`config.mk`:
```
export PLATFORM = sky130hd
export DESIGN_NAME = ptm_timer
export DESIGN_NICKNAME = d
export VERILOG_FILES = /design/src/ptm_pkg.sv /design/src/ptm_sync.sv /design/src/ptm_prescaler.sv /design/src/ptm_timer.sv
export SDC_FILE = /design/constraint.sdc
export NUM_CORES = 1
export LEC_CHECK = 0
export BUFFER_PORTS_ARGS = -buffer_cell sky130_fd_sc_hd__clkbuf_2
export CAP_MARGIN = 20
export CORE_ASPECT_RATIO = 2
export CORE_MARGIN = 3
export CORE_UTILIZATION = 62
export DETAILED_ROUTE_END_ITERATION = 8
export GPL_ROUTABILITY_DRIVEN = 0
export PLACE_DENSITY = 0.93
export SYNTH_ARGS = -nofsm -noshare
export SYNTH_HDL_FRONTEND = slang
export SYNTH_HIERARCHICAL = 1
export SYNTH_SLANG_ARGS = --single-unit
```
`constraint.sdc`:
```
create_clock -name clk -period 4.7 [get_ports clk]
set_clock_uncertainty 0.2 [all_clocks]
set_input_delay 0.94 -clock clk [delete_from_list [all_inputs] [get_ports clk]]
set_output_delay 0.94 -clock clk [all_outputs]
set_load 0.005 [all_outputs]
```
`src/ptm_pkg.sv`:
```
// Shared constants and types of the periodic interval timer.
// Assumes a 32-bit APB register port and a single 100 MHz clock.
package ptm_pkg;

    localparam int COUNT_W = 20;
    localparam int TALLY_W = 12;
    localparam int ADDR_W = 8;
    localparam int PRESCALE_DIV = 16;

    localparam logic [ADDR_W-1:0] OFS_MODE = 8'h00;
    localparam logic [ADDR_W-1:0] OFS_STATUS = 8'h04;
    localparam logic [ADDR_W-1:0] OFS_VALUE_ACK = 8'h08;
    localparam logic [ADDR_W-1:0] OFS_VALUE_IMAGE = 8'h0c;
    localparam logic [ADDR_W-1:0] OFS_EVENT_STATUS = 8'h10;
    localparam logic [ADDR_W-1:0] OFS_EVENT_MASK = 8'h14;

    localparam int MODE_LIMIT_LSB = 0;
    localparam int MODE_TIMER_ON_BIT = 24;
    localparam int MODE_TICK_IRQ_ON_BIT = 25;
    localparam int STATUS_FLAG_BIT = 0;
    localparam int EVT_INTERVAL_BIT = 0;
    localparam int EVT_TALLY_WRAP_BIT = 1;
    localparam int EVT_W = 2;

    localparam logic [31:0] MODE_RESET = 32'h000f_ffff;
    localparam logic [31:0] MODE_WRITE_MASK = 32'h030f_ffff;
    localparam logic [31:0] VALUE_RESET = 32'h0000_0000;
    localparam logic [EVT_W-1:0] EVT_RESET = 2'h0;

    // Field layout of the mode register.
    typedef struct packed {
        logic [5:0] rsvd_hi;
        logic tick_irq_on;
        logic timer_on;
        logic [3:0] rsvd_mid;
        logic [COUNT_W-1:0] interval_limit;
    } ptm_mode_type;

    // Field layout shared by both interval value views.
    typedef struct packed {
        logic [TALLY_W-1:0] interval_tally;
        logic [COUNT_W-1:0] interval_count;
    } ptm_value_type;

    // APB request signals from the master.
    typedef struct packed {
        logic psel;
        logic penable;
        logic pwrite;
        logic [ADDR_W-1:0] paddr;
        logic [31:0] pwdata;
    } ptm_apb_req_type;

endpackage

```
`src/ptm_sync.sv`:
```
// Three-stage synchroniser with agreement filter for one pin input.
// Assumes the pin may change at any time relative to clk.
`timescale 1ns/1ps
module ptm_sync (
    input wire logic clk,
    input wire logic arst_n,
    input wire logic pin_in,
    output logic level_out
);
    logic meta_r;
    logic stage2_r;
    logic stage3_r;
    logic level_r;

    // The first stage feeds only the second; the filter looks at stages two and three.
    always_ff @(posedge clk or negedge arst_n) begin
        if (!arst_n) begin
            meta_r <= 1'b0;
            stage2_r <= 1'b0;
            stage3_r <= 1'b0;
            level_r <= 1'b0;
        end else begin
            meta_r <= pin_in;
            stage2_r <= meta_r;
            stage3_r <= stage2_r;
            if (stage2_r == stage3_r) begin
                level_r <= stage3_r;
            end
        end
    end

    assign level_out = level_r;
endmodule

```
`src/ptm_prescaler.sv`:
```
// Divider that turns the master clock into a one-cycle timebase tick.
// Assumes hold comes from logic on the same clock.
`timescale 1ns/1ps
module ptm_prescaler #(
    parameter int DIV = ptm_pkg::PRESCALE_DIV
) (
    input wire logic clk,
    input wire logic arst_n,
    input wire logic hold,
    output logic tick
);
    import ptm_pkg::*;

    localparam int CNT_W = $clog2(DIV);
    localparam logic [CNT_W-1:0] LAST = CNT_W'(DIV - 1);

    logic [CNT_W-1:0] cnt_r;
    logic [CNT_W-1:0] cnt_nxt;

    // Holding freezes the phase so a halt does not shorten the next interval.
    assign tick = !hold && (cnt_r == LAST);
    assign cnt_nxt = hold ? cnt_r : (tick ? '0 : cnt_r + CNT_W'(1));

    always_ff @(posedge clk or negedge arst_n) begin
        if (!arst_n) begin
            cnt_r <= '0;
        end else begin
            cnt_r <= cnt_nxt;
        end
    end
endmodule

```
`src/ptm_timer.sv`:
```
// Periodic interval timer: interval counter, tally, flag and APB registers.
// Assumes an APB master on clk and a debug-state pin from the core's domain.
//
// Operation
// Keep a 20-bit interval counter and a 12-bit completed-interval tally.
// Both counters advance only on the master clock divided by sixteen.
// Count up from zero; at the limit return to zero and bump tally.
// One period lasts the limit value plus one timebase ticks.
// Reaching the limit sets the flag; interrupt only with interrupt enable. The code also raises irq from masked event status bits.
// Writing a new limit never resets or restarts the counters.
// Acknowledging read returns both counts, then clears tally and flag.
// Returned tally counts intervals since the previous acknowledging read.
// Image read returns the same counts and changes nothing.
// Timer enable resets to zero and acts only while counter is zero.
// After disabling, count on to the limit, wrap, then stay stopped.
// Counting stops while the core is in debug state.
// Interrupt is flag AND interrupt enable, held until flag clears. The code also ORs in the masked event status bits.
// Tally wraps modulo 4096; interval during acknowledge joins next tally.
`timescale 1ns/1ps
module ptm_timer (
    input wire logic clk,
    input wire logic arst_n,
    input ptm_pkg::ptm_apb_req_type apb_req,
    output logic [31:0] prdata,
    output logic pready,
    output logic pslverr,
    input wire logic debug_state,
    output logic irq
);
    import ptm_pkg::*;

    ptm_mode_type mode_r;
    logic [COUNT_W-1:0] count_r;
    logic [COUNT_W-1:0] count_nxt;
    logic [TALLY_W-1:0] tally_r;
    logic [TALLY_W-1:0] tally_nxt;
    logic flag_r;
    logic flag_nxt;
    logic [EVT_W-1:0] evt_r;
    logic [EVT_W-1:0] evt_nxt;
    logic [EVT_W-1:0] evt_set;
    logic [EVT_W-1:0] mask_r;
    logic [31:0] prdata_r;
    logic [31:0] rd_mux;
    ptm_value_type value_nxt;
    ptm_mode_type mode_nxt;
    logic halt;
    logic tick;
    logic adv;
    logic wrap;

    wire setup = apb_req.psel && !apb_req.penable;
    wire access = apb_req.psel && apb_req.penable;
    wire hit_mode = apb_req.paddr == OFS_MODE;
    wire hit_status = apb_req.paddr == OFS_STATUS;
    wire hit_ack = apb_req.paddr == OFS_VALUE_ACK;
    wire hit_image = apb_req.paddr == OFS_VALUE_IMAGE;
    wire hit_evt = apb_req.paddr == OFS_EVENT_STATUS;
    wire hit_mask = apb_req.paddr == OFS_EVENT_MASK;
    wire mapped = hit_mode || hit_status || hit_ack || hit_image || hit_evt || hit_mask;
    wire wr_mode = access && apb_req.pwrite && hit_mode;
    wire wr_evt = access && apb_req.pwrite && hit_evt;
    wire wr_mask = access && apb_req.pwrite && hit_mask;
    wire ack_rd = access && !apb_req.pwrite && hit_ack;
    wire image_rd = access && !apb_req.pwrite && hit_image;

    ptm_sync u_debug_sync (
        .clk(clk),
        .arst_n(arst_n),
        .pin_in(debug_state),
        .level_out(halt)
    );

    ptm_prescaler #(
        .DIV(PRESCALE_DIV)
    ) u_prescaler (
        .clk(clk),
        .arst_n(arst_n),
        .hold(halt),
        .tick(tick)
    );

    // The enable is only consulted at zero, so a running interval always completes.
    assign adv = tick && !halt && ((count_r != '0) || mode_r.timer_on);
    assign wrap = adv && (count_r == mode_r.interval_limit);
    assign count_nxt = !adv ? count_r : (wrap ? '0 : count_r + COUNT_W'(1));

    // An interval ending on the acknowledge edge starts the next tally at one.
    assign tally_nxt = ack_rd ? (wrap ? TALLY_W'(1) : '0)
        : (wrap ? tally_r + TALLY_W'(1) : tally_r);
    assign flag_nxt = wrap || (flag_r && !ack_rd);

    assign evt_set[EVT_INTERVAL_BIT] = wrap;
    assign evt_set[EVT_TALLY_WRAP_BIT] = wrap && (tally_r == '1);
    assign evt_nxt = evt_set | (evt_r & ~(wr_evt ? apb_req.pwdata[EVT_W-1:0] : '0));

    assign mode_nxt = wr_mode ? ptm_mode_type'(apb_req.pwdata & MODE_WRITE_MASK) : mode_r;
    assign value_nxt = '{interval_tally: tally_nxt, interval_count: count_nxt};

    // Read data is captured in the setup cycle from next-state values, so the
    // acknowledge edge only has to clear what was reported and keep that edge's wrap.
    assign rd_mux = hit_mode ? 32'(mode_nxt)
        : hit_status ? 32'(flag_nxt) << STATUS_FLAG_BIT
        : (hit_ack || hit_image) ? 32'(value_nxt)
        : hit_evt ? 32'(evt_nxt)
        : hit_mask ? 32'(mask_r)
        : 32'h0000_0000;

    always_ff @(posedge clk or negedge arst_n) begin
        if (!arst_n) begin
            mode_r <= ptm_mode_type'(MODE_RESET);
            count_r <= '0;
            tally_r <= '0;
            flag_r <= 1'b0;
        end else begin
            mode_r <= mode_nxt;
            count_r <= count_nxt;
            tally_r <= tally_nxt;
            flag_r <= flag_nxt;
        end
    end

    always_ff @(posedge clk or negedge arst_n) begin
        if (!arst_n) begin
            evt_r <= EVT_RESET;
            mask_r <= EVT_RESET;
            prdata_r <= VALUE_RESET;
        end else begin
            evt_r <= evt_nxt;
            if (wr_mask) begin
                mask_r <= apb_req.pwdata[EVT_W-1:0];
            end
            if (setup && !apb_req.pwrite) begin
                prdata_r <= rd_mux;
            end
        end
    end

    assign prdata = prdata_r;
    assign pready = 1'b1;
    assign pslverr = access && !mapped;
    assign irq = (flag_r && mode_r.tick_irq_on) || ((evt_r & mask_r) != '0);

    logic [4:0] gap_cnt_r;
    always_ff @(posedge clk or negedge arst_n) begin
        if (!arst_n) begin
            gap_cnt_r <= '0;
        end else if (adv) begin
            gap_cnt_r <= '0;
        end else if (!halt && gap_cnt_r != 5'h1f) begin
            gap_cnt_r <= gap_cnt_r + 5'h01;
        end
    end
endmodule

```
## After elaboration in Yosys (flattened, before gate mapping)

Cells that the tools add are included.

| storage, ports and cells | value |
|---|---|
| output and inout port bits | 35 |
| bits of input ports | 46 |
| bits in registers | 109 |
| word-level logic and storage cells | 79 |

| cells by class | value |
|---|---|
| multiplexer cells | 13 |
| bitwise operators | 4 |
| reduce and logical (&&, ||, !) cells | 34 |
| equality and inequality tests | 9 |
| $add $sub $neg | 3 |

Operator list:

| operator | number |
|---|---|
| 32-bit 2-to-1 mux | 4 |
| 20-bit 2-to-1 mux | 2 |
| 12-bit 2-to-1 mux | 2 |
| 20-bit by 1-bit adder with 20-bit output (second input constant) | 1 |
| 20-bit == test | 1 |
| 20-bit nonzero test | 1 |
| 1-bit logical AND | 17 |
| 8-bit by 4-bit == test with 1-bit output (second input constant) | 2 |
| 8-bit by 5-bit == test with 1-bit output (second input constant) | 2 |
| 12-bit by 1-bit adder with 12-bit output (second input constant) | 1 |
| 12-bit == test (second input constant) | 1 |
| 1-bit logical OR | 9 |
| 8-bit by 3-bit == test with 1-bit output (second input constant) | 1 |
| 8-bit zero test | 1 |
| 2-bit 2-to-1 mux | 3 |
| 1-bit zero test | 5 |
| 4-bit by 1-bit adder with 4-bit output (second input constant) | 1 |
| 2-bit bitwise AND | 2 |
| 4-bit == test (second input constant) | 1 |
| 4-bit 2-to-1 mux | 1 |
| 2-bit NOT | 1 |
| 2-bit OR | 1 |
| 2-bit nonzero test | 1 |
| 1-bit == test | 1 |
| 1-bit 2-to-1 mux | 1 |

## Longest topological paths before layout

| depth | value |
|---|---|
| depth after elaboration | 11 |
| mapped depth | 10 |
| gate-level depth less buffers | 9 |

## Modules after synthesis

The synthesis kept the hierarchy.

By module, submodules not included:

| module | instances | cells each | seq. area each (sq um) | area each (sq um) |
|---|---|---|---|---|
| ptm_timer | 1 | 507 | 2552.4 | 5152.4 |
| ptm_prescaler | 1 | 17 | 100.1 | 202.7 |
| ptm_sync | 1 | 5 | 100.1 | 111.4 |

## Worst setup path before layout

Ideal clock, no wire load.

| timing path | value |
|---|---|
| path kind | input to output |
| start point | input port apb_req[33] (netlist name) |
| end point | output port pslverr |
| buffers on the path | 1 |
| data required time | 3560 ps |
| path slack | 1807 ps |
| stages on the path | 4 |
| data arrival time | 1753 ps |
| path through | or3_1 > clkbuf_1 > nor3_1 > a21oi_1 |

| on the way | value |
|---|---|
| word-level cells in the longest chain between the ends | 8 |
| elaborated cells between the ends (all ways) | 13 |
| those cells by class | 5 x eq/ne; 8 x reduce/logical |

RTL lines:

| item | line | source |
|---|---|---|
| start: declaration | ptm_timer.sv:23 | `input ptm_pkg::ptm_apb_req_type apb_req,` |
| 8-bit by 3-bit == test with 1-bit output or 8-bit zero test (tied branches) | ptm_timer.sv:55, ptm_timer.sv:54 |  |
| 1-bit logical OR (4 in series) | ptm_timer.sv:60 | `wire mapped = hit_mode \|\| hit_status \|\| hit_ack \|\| hit_image \|\| hit_evt \|\| hit_mask;` |
| 1-bit logical OR (*) | ptm_timer.sv:60 |  |
| 1-bit zero test (*) | ptm_timer.sv:141 | `assign pslverr = access && !mapped;` |
| 1-bit logical AND (*) | ptm_timer.sv:141 |  |
| end: declaration | ptm_timer.sv:26 | `output logic pslverr,` |

Every way passes the cells marked *; elsewhere a longest branch is shown, timed or not.

## Final worst setup path

| timing path | value |
|---|---|
| start point | register count_r[10] |
| end point | register prdata_r[1], in the netlist prdata[1] |

| on the way | value |
|---|---|
| word-level cells in the longest chain between the ends | 10 |
| elaborated cells between the ends (all ways) | 13 |
| those cells by class | 1 x eq/ne; 6 x mux; 1 x bitwise; 5 x reduce/logical |

RTL lines:

| item | line | source |
|---|---|---|
| start: declaration | ptm_timer.sv:33 | `logic [COUNT_W-1:0] count_r;` |
| start signal: assignment | ptm_timer.sv:117 | `count_r <= count_nxt;` |
| 20-bit nonzero test | ptm_timer.sv:84 | `assign adv = tick && !halt && ((count_r != '0) \|\| mode_r.timer_on);` |
| 1-bit logical OR | ptm_timer.sv:84 |  |
| 1-bit logical AND | ptm_timer.sv:84 |  |
| 1-bit logical AND | ptm_timer.sv:85 | `assign wrap = adv && (count_r == mode_r.interval_limit);` |
| 1-bit logical AND | ptm_timer.sv:94 | `assign evt_set[EVT_TALLY_WRAP_BIT] = wrap && (tally_r == '1);` |
| 2-bit OR | ptm_timer.sv:95 | `assign evt_nxt = evt_set \| (evt_r & ~(wr_evt ? apb_req.pwdata[EVT_W-1:0] : '0));` |
| 2-bit 2-to-1 mux | ptm_timer.sv:105 | `: hit_evt ? 32'(evt_nxt)` |
| 32-bit 2-to-1 mux (*) | ptm_timer.sv:104 | `: (hit_ack \|\| hit_image) ? 32'(value_nxt)` |
| 32-bit 2-to-1 mux (*) | ptm_timer.sv:103 | `: hit_status ? 32'(flag_nxt) << STATUS_FLAG_BIT` |
| 32-bit 2-to-1 mux (*) | ptm_timer.sv:102 | `assign rd_mux = hit_mode ? 32'(mode_nxt)` |
| end signal: assignment | ptm_timer.sv:134 | `prdata_r <= rd_mux;` |
| end: declaration | ptm_timer.sv:43 | `logic [31:0] prdata_r;` |

Marked as above.
A chain may end at the register's enable or synchronous reset.

==> metrics.txt <==
status finished clean; filler-free cell count of the finished design 689; commonest non-fill, non-tap cell in the layout dfrtp_1; Worst Hold Class flip-flop to flip-flop; setup TNS 0 ns; CP endpoint kind flip-flop; leading area contributor after synthesis dfrtp_1; GRT Total Usage 30.1%; via count of the routed design 4544; WL per Instance 20.5 µm; WL final 14100 µm; max-slew violations 0; Synth top area share 40.7%; Pre-antenna DRT Iters 5; antenna violations before repair 0; Worst-path clk slew 0.07 ns; Post-Syn Area 0.00547 mm²; DR DRC count 0; mean area per synthesized cell 10.3 µm²; Post-synth EDFFs 0; Root Driver clkbuf_16; Synth-to-Final Area Change 12.5%; crit-path cells xor2_1 > nor4_2 > nand4_2 > or3_1 > or4_1 > a32oi_1; TritonCTS clock tree yes; sequential element share of the synthesized area 50.4%; Syn Nets 579; final setup vio count 0; Core Region 0.00841 mm²; most frequent cells in the layout dfrtp_1, clkbuf_2, nor2_1, nand2_1, mux2_2; Row Count 47; fin nets 636; Worst EP required 4.76 ns; Final ANT Viol Nets 0; fin crit share 76.2%; first-pass GRT wire length 23200 µm; HPWL after DPL 9960 µm; RSZ-0062 raised after global routing false; CP max FO 31; P_leak 0.00286 µW; CP arrival 3.64 ns; Slew @ Worst Pin 1.00 ns; #FFs+latches synth 109; crit-path max cell delay 0.90 ns; Hold Vio Cnt, Final 0; switch share 25.8%; Psw 495 µW; GRT busiest layer met2; DR iter-0 viols 516; grt met3 use 5.88%; Gate power share 9.1%; vias per cell 6.60; setup bufs post-CTS 0; clock sink count 109; die area 0.0100 mm²; met2 Use GR 48.7%; I/O Buffers 69; clk buf depth 2; placed insts 673; Synth Warn # 6; Area after DPL 0.00588 mm²; CTS Hold Bufs 0; Initial Utilization 65.0%; die height 139 µm; CTS H-tree depth 3; f_max 279 MHz; largest net degree at the start of global routing 49; Max rail drop VDD 0.222 mV; worst-skew pair later-pin latency 0.36 ns; IO Pins 81; CP max-delay cell or3_1; M1 GR Usage 34.4%; Pwr Total 1910 µW; clock share of power 37.3%; Post-Synthesis Cells 529; Internal Power 1420 µW; CTS resizes 0; vias in the first global route 4710; grt total ovfl 0; post-layout min period 3.58 ns; Pwr Density 311 mW/mm²; fin area 0.00615 mm²; Die X 72.4 µm; Seq pwr share 53.6%; # Max-Cap Violations 0; Synth area leaders dfrtp_1, dfstp_2, mux2_2, xor2_1, xnor2_1; Slew HR 33.3%; post-synthesis async set-or-reset flop share 100%; critical path class flip-flop to flip-flop; Synth Flop Type dfrtp_1; fillers 546; Diodes inserted 0; number of buffers created by CTS 9; share of cells above drive strength 1 26.7%; Synth cell types 61; Worst setup SP type flip-flop
==> state kept, by name, indices dropped and copies added, names as in the netlist <==
signal	flops
mode_r	32
prdata	32
count_r	20
tally_r	12
u_prescaler/cnt_r	4
evt_r	2
mask_r	2
flag_r	1
u_debug_sync/level_out	1
u_debug_sync/meta_r	1
u_debug_sync/stage2_r	1
u_debug_sync/stage3_r	1
==> cells in the mapped netlist (14+ instances only) <==
library cell and n:
a21oi_1 23, a32oi_1 14, clkbuf_1 25, dfrtp_1 89, dfstp_2 20, mux2_2 26, nand2_1 32, nand3_1 24
nor2_1 41, nor4_1 14, o21ai_0 25, xnor2_1 23, xor2_1 24
==> critical path, delay by kind of cell (launching register included) <==
kind / cells / cell delay (ns)
AO/OA/AOI/OAI: 1 / 0.23
XOR/XNOR: 1 / 0.20
flip-flops: 1 / 0.47
AND/OR/NAND/NOR: 4 / 2.36
==> cell type report <==
type,count,area (µm²),share of cell area [%]
multi-input combinational,378,2550,41.4
clock inverter,7,48.8,0.793
clock buffer,9,225,3.66
sequential,109,2750,44.7
tap,98,123,1.99
timing repair buffer,78,415,6.75
inverter,10,37.5,0.610
==> stage by stage <==
stage	worst slack (ns)	util [%]	hold WS (ns)
2_1_floorplan	1.81	-	0.131
3_3_place_gp	1.28	69.9	0.134
3_5_place_dp	1.25	69.9	0.135
4_1_cts	1.21	73.2	0.151
5_1_grt	0.842	73.2	0.157
6_report	1.12	73.2	0.150
==> layer usage <==
metal  vias up  routed length [µm]
met2       238                7260
met5         -                   0
li1       2023                   -
met4         0                1090
met1      2198                4870
met3        85                 872
==> logic make-up after synthesis <==
kind of cell / Yosys count / share of synthesized area, %
AND/OR/NAND/NOR: 198 / 19.7
flip-flops: 109 / 50.4
buffers and inverters: 42 / 3.20
other: 1 / 0.0686
AO/OA/AOI/OAI: 98 / 12.1
XOR/XNOR: 47 / 7.53
multiplexers: 29 / 5.93
adder cells (fa/ha/maj): 5 / 1.12
==> power by group through the flow <==
stage | combinational [µW] | sequential (µW) | clock, µW
2_1_floorplan | 91.2 | 1030 | 0
3_3_place_gp | 161 | 1040 | 0
3_5_place_dp | 173 | 1040 | 0
4_1_cts | 173 | 1030 | 721
5_1_grt | 194 | 1030 | 756
6_report | 174 | 1030 | 715
==> worst paths after layout <==
| path | startpoint | endpoint | slack (ns) | depth (start not counted) |
|---|---|---|---|---|
| worst max-delay path | count_r[10] | prdata[1] | 1.12 | 6 |
| worst min-delay path | u_debug_sync/meta_r | u_debug_sync/stage2_r | 0.15 | 0 |
| worst max register to register | count_r[10] | prdata[1] | 1.12 | 6 |
| worst min register to register | u_debug_sync/meta_r | u_debug_sync/stage2_r | 0.15 | 0 |
| max in group asynchronous | arst_n | mode_r[0] | 3.01 | 2 |
| min in group asynchronous | arst_n | u_debug_sync/level_out | 0.39 | 1 |
Power figures use the tool's default switching activity.
